### src/design/asp_defines.svh
// Constants for the addressable scan port connect-status block
`ifndef ASP_DEFINES_SVH
`define ASP_DEFINES_SVH
`define ASP_ADDR_W 10
`define ASP_ADDR_DISCONNECT 10'h3fe
`define ASP_ADDR_SYNC 10'h3ff
`define ASP_ADDR_RESET 10'h000
`define ASP_ACK_BITS 4'ha
`define ASP_CNT_W 4
// Synchroniser reset levels, bit 0 is bypass: released so no false bypass follows reset
`define ASP_SYNC_RST_VAL 6'h01
`endif

### src/design/asp_pkg.sv
// Types shared by the addressable scan port connect-status block
package asp_pkg;
  typedef enum logic [2:0] {
    ASP_ST_OFF = 3'h0,
    ASP_ST_RESET = 3'h1,
    ASP_ST_ON = 3'h3,
    ASP_ST_MULTICAST = 3'h2,
    ASP_ST_ACK = 3'h6
  } asp_status_t;
  // Primary-side pins as one group
  typedef struct packed {
    logic serial_in;
    logic mode_select;
    logic test_clock;
    logic test_reset_n;
  } asp_primary_t;
  // Secondary-side pin drives, with the one serial-out enable (low = driving)
  typedef struct packed {
    logic serial_out;
    logic serial_out_oe_n;
    logic mode_select;
    logic test_reset_n;
  } asp_secondary_t;
  // Decoded select-protocol result delivered by the receiver
  typedef struct packed {
    logic valid;
    logic [9:0] address;
    logic hard_error;
  } asp_select_t;
endpackage

### src/design/asp_sync2.sv
// Two-flip-flop synchroniser for one pin level
`timescale 1ns/10ps
module asp_sync2 #(
  parameter logic RST_VAL = 1'b0
) (
  input wire logic core_clk,
  input wire logic resetn,
  input wire logic async_in,
  output logic sync_out
);
  logic meta_r;
  logic meta_nxt;
  logic sync_r;
  logic sync_nxt;
  // First stage is read only by the second
  always_comb begin
    meta_nxt = async_in;
    sync_nxt = meta_r;
  end
  always_ff @(posedge core_clk or negedge resetn) begin
    if (!resetn) begin
      meta_r <= RST_VAL;
      sync_r <= RST_VAL;
    end else begin
      meta_r <= meta_nxt;
      sync_r <= sync_nxt;
    end
  end
  assign sync_out = sync_r;
endmodule // asp_sync2

### src/design/asp_connect.sv
// Connect-status control of the addressable scan port
`timescale 1ns/10ps
`include "asp_defines.svh"
module asp_connect (
  input wire logic core_clk,
  input wire logic resetn,
  input wire asp_pkg::asp_primary_t primary,
  input wire logic secondary_serial_in,
  input wire logic bypass_n,
  input wire logic [9:0] local_address_inputs,
  input wire asp_pkg::asp_select_t select_in,
  input wire logic primary_paused,
  input wire logic secondary_paused,
  output asp_pkg::asp_secondary_t secondary,
  output logic primary_serial_out,
  output logic primary_serial_out_oe_n,
  output logic connect_indicator_n,
  output logic ack_active
);
  import asp_pkg::*;

  // ************************************************
  // Input synchronisation
  // ************************************************
  logic s_tdi;
  logic s_tms;
  logic s_tck;
  logic s_trst_n;
  logic s_sdi;
  logic s_bypass_n;
  // Idle pin levels, so the outputs see no false bypass after reset
  localparam logic [5:0] SYNC_RST = `ASP_SYNC_RST_VAL;
  logic [5:0] raw_in;
  logic [5:0] sync_in;
  assign raw_in = {primary.serial_in, primary.mode_select, primary.test_clock,
                   primary.test_reset_n, secondary_serial_in, bypass_n};
  // Every pin crosses two flops before any logic sees it
  genvar gi;
  generate
    for (gi = 0; gi < 6; gi++) begin : g_sync
      asp_sync2 #(
        .RST_VAL(SYNC_RST[gi])
      ) u_sync (
        .core_clk(core_clk),
        .resetn(resetn),
        .async_in(raw_in[gi]),
        .sync_out(sync_in[gi])
      );
    end
  endgenerate
  assign {s_tdi, s_tms, s_tck, s_trst_n, s_sdi, s_bypass_n} = sync_in;

  // ************************************************
  // Test-clock edge detect and protocol status
  // ************************************************
  logic tck_d_r;
  logic tck_d_nxt;
  logic tck_rise;
  asp_status_t status_r;
  asp_status_t status_nxt;
  logic tms_hold_r;
  logic tms_hold_nxt;
  logic [`ASP_CNT_W-1:0] ack_cnt_r;
  logic [`ASP_CNT_W-1:0] ack_cnt_nxt;
  logic ack_tms_r;
  logic ack_tms_nxt;
  logic rx_enable;
  assign tck_rise = s_tck & ~tck_d_r;
  // Receiver held in power-up state by bypass or test reset
  assign rx_enable = s_bypass_n & s_trst_n;

  // Status is kept across bypass so release resumes it
  always_comb begin
    tck_d_nxt = s_tck;
    status_nxt = status_r;
    tms_hold_nxt = tms_hold_r;
    ack_cnt_nxt = ack_cnt_r;
    ack_tms_nxt = ack_tms_r;
    if (!s_trst_n) begin
      // Test reset leaves the last protocol status at OFF
      status_nxt = ASP_ST_OFF;
      ack_cnt_nxt = '0;
    end else if (!rx_enable) begin
      ack_cnt_nxt = '0;
    end else if (status_r == ASP_ST_ACK) begin
      if (tck_rise) begin
        if (s_tms != ack_tms_r) begin
          status_nxt = ASP_ST_OFF;
          ack_cnt_nxt = '0;
        end else if (ack_cnt_r == `ASP_ACK_BITS - 4'h1) begin
          status_nxt = ASP_ST_ON;
          ack_cnt_nxt = '0;
        end else begin
          ack_cnt_nxt = ack_cnt_r + 4'h1;
        end
      end
    end else if (select_in.valid) begin
      if (select_in.hard_error) begin
        status_nxt = ASP_ST_OFF;
      end else if (select_in.address == `ASP_ADDR_RESET) begin
        status_nxt = ASP_ST_RESET;
      end else if (select_in.address == `ASP_ADDR_SYNC) begin
        // Sync only counts with both TAPs paused, else disconnect
        status_nxt = (primary_paused && secondary_paused) ? ASP_ST_MULTICAST : ASP_ST_OFF;
      end else if (select_in.address == `ASP_ADDR_DISCONNECT) begin
        status_nxt = ASP_ST_OFF;
      end else if (select_in.address == local_address_inputs) begin
        status_nxt = ASP_ST_ACK;
        ack_cnt_nxt = '0;
        ack_tms_nxt = s_tms;
      end else begin
        status_nxt = ASP_ST_OFF;
      end
    end
    // Mode-select level kept for OFF status
    if (status_r == ASP_ST_ON || status_r == ASP_ST_MULTICAST) begin
      tms_hold_nxt = s_tms;
    end
  end

  always_ff @(posedge core_clk or negedge resetn) begin
    if (!resetn) begin
      tck_d_r <= 1'b0;
      status_r <= ASP_ST_OFF;
      tms_hold_r <= 1'b1;
      ack_cnt_r <= '0;
      ack_tms_r <= 1'b0;
    end else begin
      tck_d_r <= tck_d_nxt;
      status_r <= status_nxt;
      tms_hold_r <= tms_hold_nxt;
      ack_cnt_r <= ack_cnt_nxt;
      ack_tms_r <= ack_tms_nxt;
    end
  end

  // ************************************************
  // Output steering
  // ************************************************
  asp_secondary_t sec_r;
  asp_secondary_t sec_nxt;
  logic pdo_r;
  logic pdo_nxt;
  logic pdo_oe_n_r;
  logic pdo_oe_n_nxt;
  logic con_n_r;
  logic con_n_nxt;
  logic ack_r;
  logic ack_nxt;

  // Bypass overrides protocol status; test reset is checked inside the bypass arm and ahead of the status case
  always_comb begin
    sec_nxt.test_reset_n = s_trst_n;
    sec_nxt.serial_out = 1'b0;
    sec_nxt.serial_out_oe_n = 1'b1;
    sec_nxt.mode_select = tms_hold_r;
    pdo_nxt = 1'b0;
    pdo_oe_n_nxt = 1'b1;
    con_n_nxt = 1'b1;
    ack_nxt = (status_r == ASP_ST_ACK) && rx_enable;
    if (!s_bypass_n) begin
      // No wait for a test-clock edge, only the pin sampling delay
      sec_nxt.serial_out = s_tdi;
      sec_nxt.serial_out_oe_n = 1'b0;
      pdo_nxt = s_sdi;
      pdo_oe_n_nxt = 1'b0;
      sec_nxt.mode_select = s_trst_n ? s_tms : 1'b1;
      con_n_nxt = 1'b0;
    end else if (!s_trst_n) begin
      sec_nxt.mode_select = 1'b1;
      con_n_nxt = 1'b1;
    end else begin
      case (status_r)
        ASP_ST_ON: begin
          sec_nxt.serial_out = s_tdi;
          sec_nxt.serial_out_oe_n = 1'b0;
          sec_nxt.mode_select = s_tms;
          pdo_nxt = s_sdi;
          pdo_oe_n_nxt = 1'b0;
          con_n_nxt = 1'b0;
        end
        ASP_ST_MULTICAST: begin
          sec_nxt.serial_out = s_tdi;
          sec_nxt.serial_out_oe_n = 1'b0;
          sec_nxt.mode_select = s_tms;
          con_n_nxt = 1'b0;
        end
        ASP_ST_RESET: begin
          sec_nxt.mode_select = 1'b1;
        end
        ASP_ST_ACK: begin
          con_n_nxt = 1'b1;
        end
        ASP_ST_OFF: begin
          sec_nxt.mode_select = tms_hold_r;
        end
        default: begin
          con_n_nxt = 1'b1;
        end
      endcase
    end
  end

  always_ff @(posedge core_clk or negedge resetn) begin
    if (!resetn) begin
      sec_r <= '{serial_out: 1'b0, serial_out_oe_n: 1'b1, mode_select: 1'b1, test_reset_n: 1'b0};
      pdo_r <= 1'b0;
      pdo_oe_n_r <= 1'b1;
      con_n_r <= 1'b1;
      ack_r <= 1'b0;
    end else begin
      sec_r <= sec_nxt;
      pdo_r <= pdo_nxt;
      pdo_oe_n_r <= pdo_oe_n_nxt;
      con_n_r <= con_n_nxt;
      ack_r <= ack_nxt;
    end
  end

  assign secondary = sec_r;
  assign primary_serial_out = pdo_r;
  assign primary_serial_out_oe_n = pdo_oe_n_r;
  assign connect_indicator_n = con_n_r;
  assign ack_active = ack_r;
endmodule // asp_connect

### config.mk
export PLATFORM = sky130hd
export DESIGN_NAME = asp_connect
export DESIGN_NICKNAME = d
export VERILOG_FILES = /design/src/design/asp_pkg.sv /design/src/design/asp_sync2.sv /design/src/design/asp_connect.sv
export VERILOG_INCLUDE_DIRS = /design/src /design/src/design
export SDC_FILE = /design/constraint.sdc
export NUM_CORES = 1
export LEC_CHECK = 0
export BUFFER_PORTS_ARGS = -buffer_cell sky130_fd_sc_hd__buf_4
export CORE_UTILIZATION = 54
export DETAILED_ROUTE_END_ITERATION = 8
export GPL_TIMING_DRIVEN = 0
export PLACE_DENSITY = 0.83
export SETUP_SLACK_MARGIN = 0.3
export SLEW_MARGIN = 25
export SYNTH_ARGS = -nofsm -noshare
export SYNTH_HDL_FRONTEND = slang
export SYNTH_SLANG_ARGS = --single-unit
### constraint.sdc
create_clock -name core_clk -period 3 [get_ports core_clk]
set_input_delay 0.45 -clock core_clk [delete_from_list [all_inputs] [get_ports core_clk]]
set_output_delay 0.45 -clock core_clk [all_outputs]
set_load 0.02 [all_outputs]
**Word-level counts from Yosys, hierarchy flattened**

Cells that the tools add are included.

- Register bits after elaboration: 30
- Input bits: 32
- Word-level logic and storage cells: 102

- $add $sub $neg: 1
- Equality and inequality tests: 20
- Multiplexer cells: 40
- Bitwise logic cells: 8
- Reductions and logical operators: 8

Operators with widths:

| operator | number |
|---|---|
| two-way mux 4 bit | 12 |
| two-way mux 3 bit | 13 |
| inequality test 4 bit, second input constant | 8 |
| == test 10 bit, second input constant | 2 |
| two-way mux 1 bit | 11 |
| == test 10 bit | 1 |
| logical NOT 10 bit | 1 |
| AND reduction 9 bit | 1 |
| AND reduction 7 bit | 1 |
| == test 3 x 2 -> 1 bit, second input constant | 2 |
| two-way mux 2 bit | 3 |
| inequality test 3 bit, second input constant | 2 |
| NOT 1 bit | 6 |
| adder 4 x 1 -> 4 bit, second input constant | 1 |
| == test 4 bit, second input constant | 1 |
| AND reduction 4 bit | 1 |
| == test 3 x 1 -> 1 bit, second input constant | 1 |
| == test 3 bit, second input constant | 1 |
| bitwise AND 1 bit | 2 |
| logical AND 1 bit | 2 |
| inequality test 2 bit, second input constant | 1 |
| case mux 1 bit (2 select lines) | 1 |
| OR reduction 2 bit | 1 |
| logical OR 1 bit | 1 |
| inequality test 1 bit | 1 |

**Longest topological paths before layout**

Gate-level depths: netlist of the first run.

- Depth after elaboration: 10
- Gate-level depth with buffers: 7
- Gate-level depth less buffers: 7

**Modules after synthesis**

A second synthesis of the first run with hierarchy kept.

- Cell total of the unflattened synthesis: 106
- Area total of the unflattened synthesis: 1,315.0 sq um

Modules (own cells, without submodules):

| module | times used | cells each | area each (sq um) | seq. area each (sq um) |
|---|---|---|---|---|
| asp_connect | 1 | 94 | 1,012.2 | 430.4 |
| asp_sync2 at g_sync[1].u_sync ... | 5 | 2 | 50.0 | 50.0 |
| asp_sync2 at g_sync[0].u_sync | 1 | 2 | 52.6 | 52.6 |

**Worst setup path after synthesis of the first run**

Ideal clock, no wire load.

- Kind: in2reg
- Start: in select_in[6] in the netlist's numbering
- End: reg status_r[2]
- Setup time: 0.078 ns
- Arrival: 1.665 ns
- Data required time: 2.922 ns
- Path slack: 1.257 ns
- Cell stages on the path: 5
- Buffers on the path: 0
- Path through: xnor2_1 nand4_1 nor4_4 or4b_1 a21boi_1

- Cells in the longest elaborated chain, start to end: 10
- Elaborated cells between the ends (all ways): 13

Ends and longest elaborated chain:

| item | line | text |
|---|---|---|
| start: declaration | asp_connect.sv:11 | `input wire asp_pkg::asp_select_t select_in,` |
| == test 10 bit | asp_connect.sv:107 | `end else if (select_in.address == local_address_inputs) begin` |
| two-way mux 3 bit | asp_connect.sv:107 |  |
| two-way mux 3 bit | asp_connect.sv:105 | `` end else if (select_in.address == `ASP_ADDR_DISCONNECT) begin `` |
| two-way mux 3 bit | asp_connect.sv:102 | `` end else if (select_in.address == `ASP_ADDR_SYNC) begin `` |
| two-way mux 3 bit (*) | asp_connect.sv:100 | `` end else if (select_in.address == `ASP_ADDR_RESET) begin `` |
| two-way mux 3 bit (*) | asp_connect.sv:98 | `if (select_in.hard_error) begin` |
| two-way mux 3 bit (*) | asp_connect.sv:97 | `end else if (select_in.valid) begin` |
| two-way mux 3 bit (*) | asp_connect.sv:85 | `end else if (status_r == ASP_ST_ACK) begin` |
| two-way mux 3 bit (*) | asp_connect.sv:83 | `end else if (!rx_enable) begin` |
| two-way mux 3 bit (*) | asp_connect.sv:79 | `if (!s_trst_n) begin` |
| end signal: assignment | asp_connect.sv:130 | `status_r <= status_nxt;` |
| end: declaration | asp_connect.sv:59 | `asp_status_t status_r;` |

Every way passes the cells marked *; elsewhere a longest branch is shown, timed or not. The select of a mux whose other input is x is not followed.
A chain may end at the register's enable or synchronous reset.

**Worst setup path in the final report of the first run**

- Start: reg ack_cnt_r[0]
- End: reg ack_cnt_r[3]

- Cells in the longest elaborated chain, start to end: 7
- Elaborated cells between the ends (all ways): 8

Ends and longest elaborated chain:

| item | line | text |
|---|---|---|
| start: declaration | asp_connect.sv:63 | `` logic [`ASP_CNT_W-1:0] ack_cnt_r; `` |
| start signal: assignment | asp_connect.sv:132 | `ack_cnt_r <= ack_cnt_nxt;` |
| adder 4 x 1 -> 4 bit / == test 4 bit (equally long branches) | asp_connect.sv:94, asp_connect.sv:90 |  |
| two-way mux 4 bit (*) | asp_connect.sv:90 | `` end else if (ack_cnt_r == `ASP_ACK_BITS - 4'h1) begin `` |
| two-way mux 4 bit (*) | asp_connect.sv:87 | `if (s_tms != ack_tms_r) begin` |
| two-way mux 4 bit (*) | asp_connect.sv:86 | `if (tck_rise) begin` |
| two-way mux 4 bit (*) | asp_connect.sv:85 |  |
| two-way mux 4 bit (*) | asp_connect.sv:83 |  |
| two-way mux 4 bit (*) | asp_connect.sv:79 |  |

Marked as above.

==> flow_summary.json, run 1 <==
{
  "place_ws_ps": 980.3,
  "cts_tree": "yes",
  "cts_resized": 0,
  "ys_ff_latch": 29,
  "crit_path_max_fanout": 6,
  "synthCells": 124,
  "hold_violations": 0,
  "timing.final.crit_share_pct": 64.03,
  "die_x_um": 52.07,
  "grt_use_met2_pct": 45.51,
  "path_class": "flop to flop",
  "grt_util_met3_pct": 10.53,
  "ys_seq_area_share_pct": 54.16,
  "synth_top_flop_cell": "dfrtp_1",
  "vdd_drop_max_uv": 449.9,
  "h-tree-depth": 2,
  "syn_nets": 158,
  "fin_crit_ps": 1921,
  "internal-power_mw": 0.6558,
  "drv_cap": 0,
  "use_met1_pct": 29.98,
  "syn_to_final_growth_pct": 30.78,
  "portBuffers": 39,
  "fillerInstances": 160,
  "synth_warnings": 0,
  "clockBufferDepth": 2,
  "critical_path_required_ps": 3260,
  "busiest_layer": "met2",
  "vias": 1121,
  "final_cells": 199,
  "cts.sinks": 29,
  "clkPwrFrac_pct": 39.7,
  "rsz0062_at_grt": "no",
  "grt_max_degree": 30,
  "run_status": "complete, no violations",
  "worst_slew_pin_slew_ps": 642.0,
  "antenna_cells": 0,
  "cellLeakagePower_nw": 0.7939,
  "nets": 204,
  "reg2reg_from": "ack_cnt_r[0]$_DFFE_PN0P_",
  "finalSetupTns_ps": 0,
  "combPwrFrac_pct": 11.7,
  "rows": 17,
  "grt_pass1_wl_mm": 5.030,
  "synth-edff-count": 0,
  "drc": 0,
  "cpPeakStageDelay_ps": 520,
  "hpwlAfterDp_mm": 2.229,
  "finClkSkew_ps": 13.87,
  "p_sw_share_pct": 22.92,
  "clkSlewWorstSetupHoldPaths_ps": 100,
  "wl_per_cell_um": 14.94,
  "rrSetupSlack_ps": 1080,
  "dieArea_mm2": 0.002711,
  "cts_hold_buffers": 0,
  "setup_violations": 0,
  "yosysUniqueCellTypes": 37,
  "setup_ws_ps": 1079,
  "drive_gt1_share_pct": 32.75,
  "antenna_found_initial": 0,
  "power_density_mw_per_mm2": 480.5,
  "relSlewSlack_pct": 56.87,
  "overflow": 0,
  "start_util_pct": 58.93,
  "die_h_um": 52.07,
  "crit_chain": "ha_1, and3b_1, nand2b_1, nor3_1, nand2_1, o211ai_1",
  "crit_path_end_kind": "flop",
  "coreArea_mm2": 0.002297,
  "ff2ff_path_depth": 6,
  "drtIter0Drc": 28,
  "critPathArrivalTime_ps": 2180,
  "timing.rr.end": "ack_cnt_r[3]$_DFFE_PN0P_",
  "drt-total-wl_mm": 2.973,
  "cp-start-kind": "flop",
  "hp-class": "primary input to asynchronous set/reset pin",
  "fmax_ghz": 0.5206,
  "post-place-cells": 191,
  "vias_per_cell": 5.633,
  "avgSynthCellArea_um2": 10.92,
  "cts-root-buf": "clkbuf_4",
  "power_switching_mw": 0.1950,
  "grt_usage_pct": 26.92,
  "numCtsBuffers": 5,
  "drt_first_pass_iters": 4,
  "clock_latency_ps": 330,
  "grt_pass1_vias": 1212,
  "netlist_area_mm2": 0.001354,
  "p_total_mw": 0.8508,
  "seqPwrFrac_pct": 48.5,
  "gp_congestion": 0.8500,
  "ys_async_sr_fraction_pct": 100.0,
  "post-cts-setup-buffers": 0,
  "final_util_pct": 77.07,
  "slew_viol_final": 0,
  "ios": 40,
  "crit_slowest_cell": "nor3_1",
  "ant_nets": 0
}
layer usage:
metal  part of all wire, %  wire, um
met5                     0         0
met2                    52      1552
met3                   3.6       106
met4                   1.5        44
met1                    43      1269
registers in the layout, indices dropped and copies added (netlist names):
register                 count
g_sync.u_sync.meta_r         6
secondary                    4
primary_serial_out           1
ack_tms_r                    1
ack_cnt_r                    4
status_r                     3
primary_serial_out_oe_n      1
g_sync.u_sync.sync_out       6
ack_active                   1
tms_hold_r                   1
tck_d_r                      1
cells in the final DEF, fill, tap and decap left out, types with 2 or more instances in the layout:
cell type / n
nor4_1: 2
nor3_1: 3
and3b_1: 2
clkbuf_4: 5
inv_1: 5
ha_1: 2
nand2_1: 11
nand4_1: 5
nor2b_1: 4
o211ai_1: 3
nand2b_1: 3
buf_4: 40
nor2_1: 6
a31oi_1: 5
nand3b_1: 2
nand3_1: 6
a21oi_1: 3
dfstp_2: 6
xnor2_1: 11
o21ai_0: 3
mux2i_1: 2
dfrtp_1: 23
metrics by stage:
stage	area [um2]	hold slack, ps
final	1770	13.48
after detailed placement	1682	334.7
after floorplan	1354	154.4
after CTS	1770	11.58
after global placement	1682	331.5
after global routing	1770	14.40
power groups by stage:
| stage | clock network, mW | logic [mW] | registers, mW |
|---|---|---|---|
| 2_1_floorplan | 0 | 0.0353 | 0.424 |
| 3_3_place_gp | 0 | 0.0964 | 0.419 |
| 3_5_place_dp | 0 | 0.0998 | 0.420 |
| 4_1_cts | 0.342 | 0.100 | 0.413 |
| 5_1_grt | 0.366 | 0.109 | 0.415 |
| 6_report | 0.338 | 0.0998 | 0.413 |
critical path, delay by kind of cell, from the launching register on:
family	cells	cell delay, ps
flops	1	430
compound gates	1	200
simple gates	4	1010
fa+ha+maj	1	210
Yosys cell counts, types with 2 or more instances:
| library cell | count | area (um2) |
|---|---|---|
| dfrtp_1 | 23 | 575.6 |
| nand2_1 | 11 | 41.29 |
| xnor2_1 | 11 | 96.34 |
| dfstp_2 | 6 | 157.7 |
| nand3_1 | 6 | 30.03 |
| nor2_1 | 6 | 22.52 |
| a31oi_1 | 5 | 31.28 |
| inv_1 | 5 | 18.77 |
| nand4_1 | 5 | 31.28 |
| nor2b_1 | 4 | 25.02 |
| a21oi_1 | 3 | 15.01 |
| nand2b_1 | 3 | 18.77 |
| nor3_1 | 3 | 15.01 |
| o211ai_1 | 3 | 22.52 |
| o21ai_0 | 3 | 15.01 |
| and3b_1 | 2 | 17.52 |
| ha_1 | 2 | 25.02 |
| mux2i_1 | 2 | 20.02 |
| nand3b_1 | 2 | 15.01 |
| nor4_1 | 2 | 12.51 |
worst max path at each step:
stage / start / end / depth (start not counted)
2_1_floorplan: select_in[6] / status_r[2]$_DFFE_PN0P_ / 5
3_3_place_gp: select_in[10] / status_r[2]$_DFFE_PN0P_ / 6
3_5_place_dp: select_in[7] / status_r[2]$_DFFE_PN0P_ / 6
4_1_cts: ack_cnt_r[0]$_DFFE_PN0P_ / ack_cnt_r[3]$_DFFE_PN0P_ / 6
5_1_grt: ack_cnt_r[1]$_DFFE_PN0P_ / ack_cnt_r[3]$_DFFE_PN0P_ / 7
6_report: ack_cnt_r[0]$_DFFE_PN0P_ / ack_cnt_r[3]$_DFFE_PN0P_ / 6
logic make-up after synthesis:
family / count (synthesis) / share of synthesized area, %
buf+inv: 7 / 2.218
xor+xnor: 11 / 7.116
flops: 29 / 54.16
fa+ha+maj: 2 / 1.848
simple gates: 50 / 21.35
compound gates: 22 / 11.00
mux: 3 / 2.311
layout make-up:
type,count,area [um2],share of cell area [%]
sequential,29,733.2,41.41
inverter,5,18.77,1.060
clock buffer,6,51.30,2.898
timing repair buffer,39,292.8,16.54
tap,28,35.03,1.979
multi-input combinational,88,590.6,33.36
buffer,2,11.26,0.6360
clock inverter,2,37.54,2.120
No activity file was read; power rests on OpenSTA's default activity.
==> run 2, diff against run 1 <==
- ABC_AREA: not set -> 1
- CORE_UTILIZATION: 54 -> 47
- PLACE_DENSITY: 0.83 -> 0.75
- clock period: 3 -> 1.63 ns (I/O delays scaled with it)
==> run 2 against run 1 <==
  * Highest routed layer unchanged
  * Via count rose by 20%
  * Count of clock-buffer cells in the layout grew 1
  * Clock power increased by 78%
  * Cell count is 51% higher
  * Core utilization decreased by 10 points
  * Register-to-register slack worse by 830 ps
  * Critical path depth grew 2
  * Synthesized cell count rose by 61%
  * Hold slack improved by 11 ps
  * Total power is 85% higher
  * Global-route usage decreased by 8.5 points
==> flow_summary.json, run 2 <==
{
  "run_status": "complete, no violations",
  "cp-start-kind": "flop",
  "drc": 0,
  "worst_slew_pin_slew_ps": 345.5,
  "synth_warnings": 0,
  "ios": 40,
  "ant_nets": 0,
  "synth.top_cell.area_share_pct": 38.14,
  "grt_pass1_vias": 1205,
  "syn_to_final_growth_pct": 35.65,
  "drt_first_pass_iters": 5,
  "ys_seq_area_share_pct": 48.59,
  "dieArea_mm2": 0.003441,
  "synth_top_flop_cell": "dfrtp_1",
  "grt_usage_pct": 18.44,
  "final_util_pct": 67.05,
  "cts_tree": "yes",
  "start_util_pct": 49.43,
  "numCtsBuffers": 5,
  "gp_congestion": 0.8532,
  "critPathArrivalTime_ps": 1640,
  "synthCells": 200,
  "internal-power_mw": 1.219,
  "relSlewSlack_pct": 76.97,
  "syn_nets": 234,
  "placed_cell_area_mm2": 0.001857,
  "setup_violations": 0,
  "worstHoldEndpoint": "g_sync[4].u_sync.meta_r$_DFF_PN0_",
  "seqPwrFrac_pct": 48.5,
  "critical_path_required_ps": 1890,
  "final_common_cell": "nand2_1",
  "crit_path_end_kind": "flop",
  "mostFrequentLayoutCells": "64 x nand2_1, 45 x buf_4, 36 x inv_1, 25 x nor2_1, 23 x dfrtp_1",
  "vias_per_cell": 4.487,
  "whs_path_depth": 1,
  "drive_gt1_share_pct": 30.86,
  "timing.final.crit_share_pct": 84.98,
  "grt_max_degree": 30,
  "crit_slowest_cell": "dfrtp_1",
  "hpwlAfterDp_mm": 2.038,
  "yosysTopAreaCell": "dfrtp_1",
  "yosysUniqueCellTypes": 26,
  "ff2ff_path_depth": 8,
  "drtIter0Drc": 25,
  "crit_path_frequent_cell": "inv_2",
  "clockBufferDepth": 2,
  "path_class": "flop to flop",
  "overflow": 0,
  "rsz0062_at_grt": "yes",
  "cellLeakagePower_nw": 1.125,
  "portBuffers": 39,
  "cts.sinks": 29,
  "h-tree-depth": 2,
  "rrSetupSlack_ps": 240,
  "rows": 20,
  "synth_area_leaders": "dfrtp_1 38%, nand2_1 16%, dfstp_2 10%, inv_1 9.2%, nor2_1 6.7%",
  "synth_common_cells": "65 x nand2_1, 37 x inv_1, 27 x nor2_1",
  "power_switching_mw": 0.3571,
  "final_area_mm2": 0.002047,
  "antenna_found_initial": 0,
  "hp-class": "primary input to flop",
  "fillerInstances": 263,
  "ys_async_sr_fraction_pct": 100.0,
  "hold_violations": 0,
  "fmax_ghz": 0.7219,
  "grt_pass1_wl_mm": 4.719,
  "nets": 289,
  "drt-total-wl_mm": 2.783,
  "synth.most_common_cell": "nand2_1",
  "reg2reg_from": "status_r[1]$_DFFE_PN0P_",
  "multi_input_comb_area_um2": 646.9,
  "finalSetupTns_ps": 0,
  "crit_path_max_fanout": 4,
  "die_x_um": 58.66,
  "fin_crit_ps": 1385,
  "drv_cap": 0,
  "combPwrFrac_pct": 13.5,
  "p_sw_share_pct": 22.66,
  "coreArea_mm2": 0.003053,
  "crit_chain": "inv_2, nor3_4, inv_2, nor2_4, nand3_2, nor2_1, nand3_1, nand2_1",
  "seq_area_um2": 733.2,
  "ys_ff_latch": 29,
  "power_density_mw_per_mm2": 769.8,
  "netlist_area_mm2": 0.001509,
  "clkSlewWorstSetupHoldPaths_ps": 90,
  "wl_per_cell_um": 9.277,
  "avgSynthCellArea_um2": 7.545,
  "finClkSkew_ps": 10.40,
  "cts-root-buf": "clkbuf_4",
  "die_h_um": 58.66,
  "cpPeakStageDelay_ps": 380,
  "clkPwrFrac_pct": 38.0,
  "clock_latency_ps": 330,
  "vdd_drop_max_uv": 686.8,
  "hold_start": "primary[2]",
  "antenna_cells": 0,
  "synth-edff-count": 0,
  "vias": 1346,
  "slew_viol_final": 0,
  "timing.rr.end": "ack_cnt_r[2]$_DFFE_PN0P_"
}
[run 2: cell count changes in the layout (fill, tap and decap cells not counted), moves of 4 or more]
cell     delta
nand2_1    +53
buf_4       +5
xnor2_1    -10
nor2_1     +19
nand3_1     +4
nor2_2      +5
nor2b_1     -4
inv_1      +31
a31oi_1     -5
[run 2: worst max-delay path by stage]
stage                     depth (start not counted)                  endpoint  slack (ps)                      from
after floorplan                                   9   status_r[1]$_DFFE_PN0P_         360  ack_cnt_r[0]$_DFFE_PN0P_
after global placement                           12  ack_cnt_r[1]$_DFFE_PN0P_         200              select_in[9]
after detailed placement                         12  ack_cnt_r[3]$_DFFE_PN0P_         200              select_in[9]
after CTS                                         9   status_r[1]$_DFFE_PN0P_         300  ack_cnt_r[0]$_DFFE_PN0P_
after global routing                              8  ack_cnt_r[2]$_DFFE_PN0P_         140   status_r[1]$_DFFE_PN0P_
final                                             8  ack_cnt_r[2]$_DFFE_PN0P_         240   status_r[1]$_DFFE_PN0P_
[run 2: critical path, delay by kind of cell (launching register included)]
family                 cells  cell delay, ps
DFF                        1             380
buffers and inverters      2             160
and+or+nand+nor            6             770
[run 2: per-stage QoR]
step | hold slack [ps] | power, mW | cells | setup WS (ps)
floorplan | -51.09 | 0.8698 | 200 | 360.2
global placement | 179.4 | 0.9770 | 283 | 202.8
detailed placement | 179.4 | 0.9813 | 283 | 196.3
CTS | 6.633 | 1.589 | 296 | 300.4
global route | 1.630 | 1.648 | 300 | 141.7
finish | 24.51 | 1.576 | 300 | 244.8
[run 2: what timing repair did]
item	in CTS	in global routing
resized for setup	4	6
hold buffers	1	1
pin swaps	1	10
setup buffers	4	3
setup endpoints to repair	8	10
endpoints found under the hold margin	23	1
[run 2: cell type report]
| class | instances | area share (%) |
|---|---|---|
| clock inverter | 1 | 1.467 |
| buffer | 1 | 0.5501 |
| clock buffer | 7 | 2.689 |
| multi-input combinational | 131 | 31.60 |
| tap | 44 | 2.689 |
| sequential | 29 | 35.82 |
| timing repair buffer | 48 | 18.03 |
| inverter | 39 | 7.152 |
[run 2: routing by layer]
layer / wire (um) / track usage [%]
met1: 1307 / 23.61
met2: 1294 / 29.23
met3: 121 / 5.275
met4: 60 / 8.163
met5: 0 / 0
[run 2: logic make-up (layout without fill, tap and decap cells)]
kind of cell	after synthesis	after routing	synth area share (%)
AO/OA/AOI/OAI	10	10	4.146
AND/OR/NAND/NOR	116	116	33.66
buffers and inverters	40	96	10.20
XOR/XNOR	3	3	1.742
flip-flops	29	29	48.59
adder cells (fa/ha/maj)	2	2	1.658
[run 2: power by group through the flow]
stage / clock network, mW / registers (mW) / logic (mW)
3_5_place_dp: 0 / 0.777 / 0.204
5_1_grt: 0.641 / 0.768 / 0.239
6_report: 0.600 / 0.764 / 0.212
3_3_place_gp: 0 / 0.776 / 0.201
2_1_floorplan: 0 / 0.785 / 0.0843
4_1_cts: 0.615 / 0.764 / 0.209
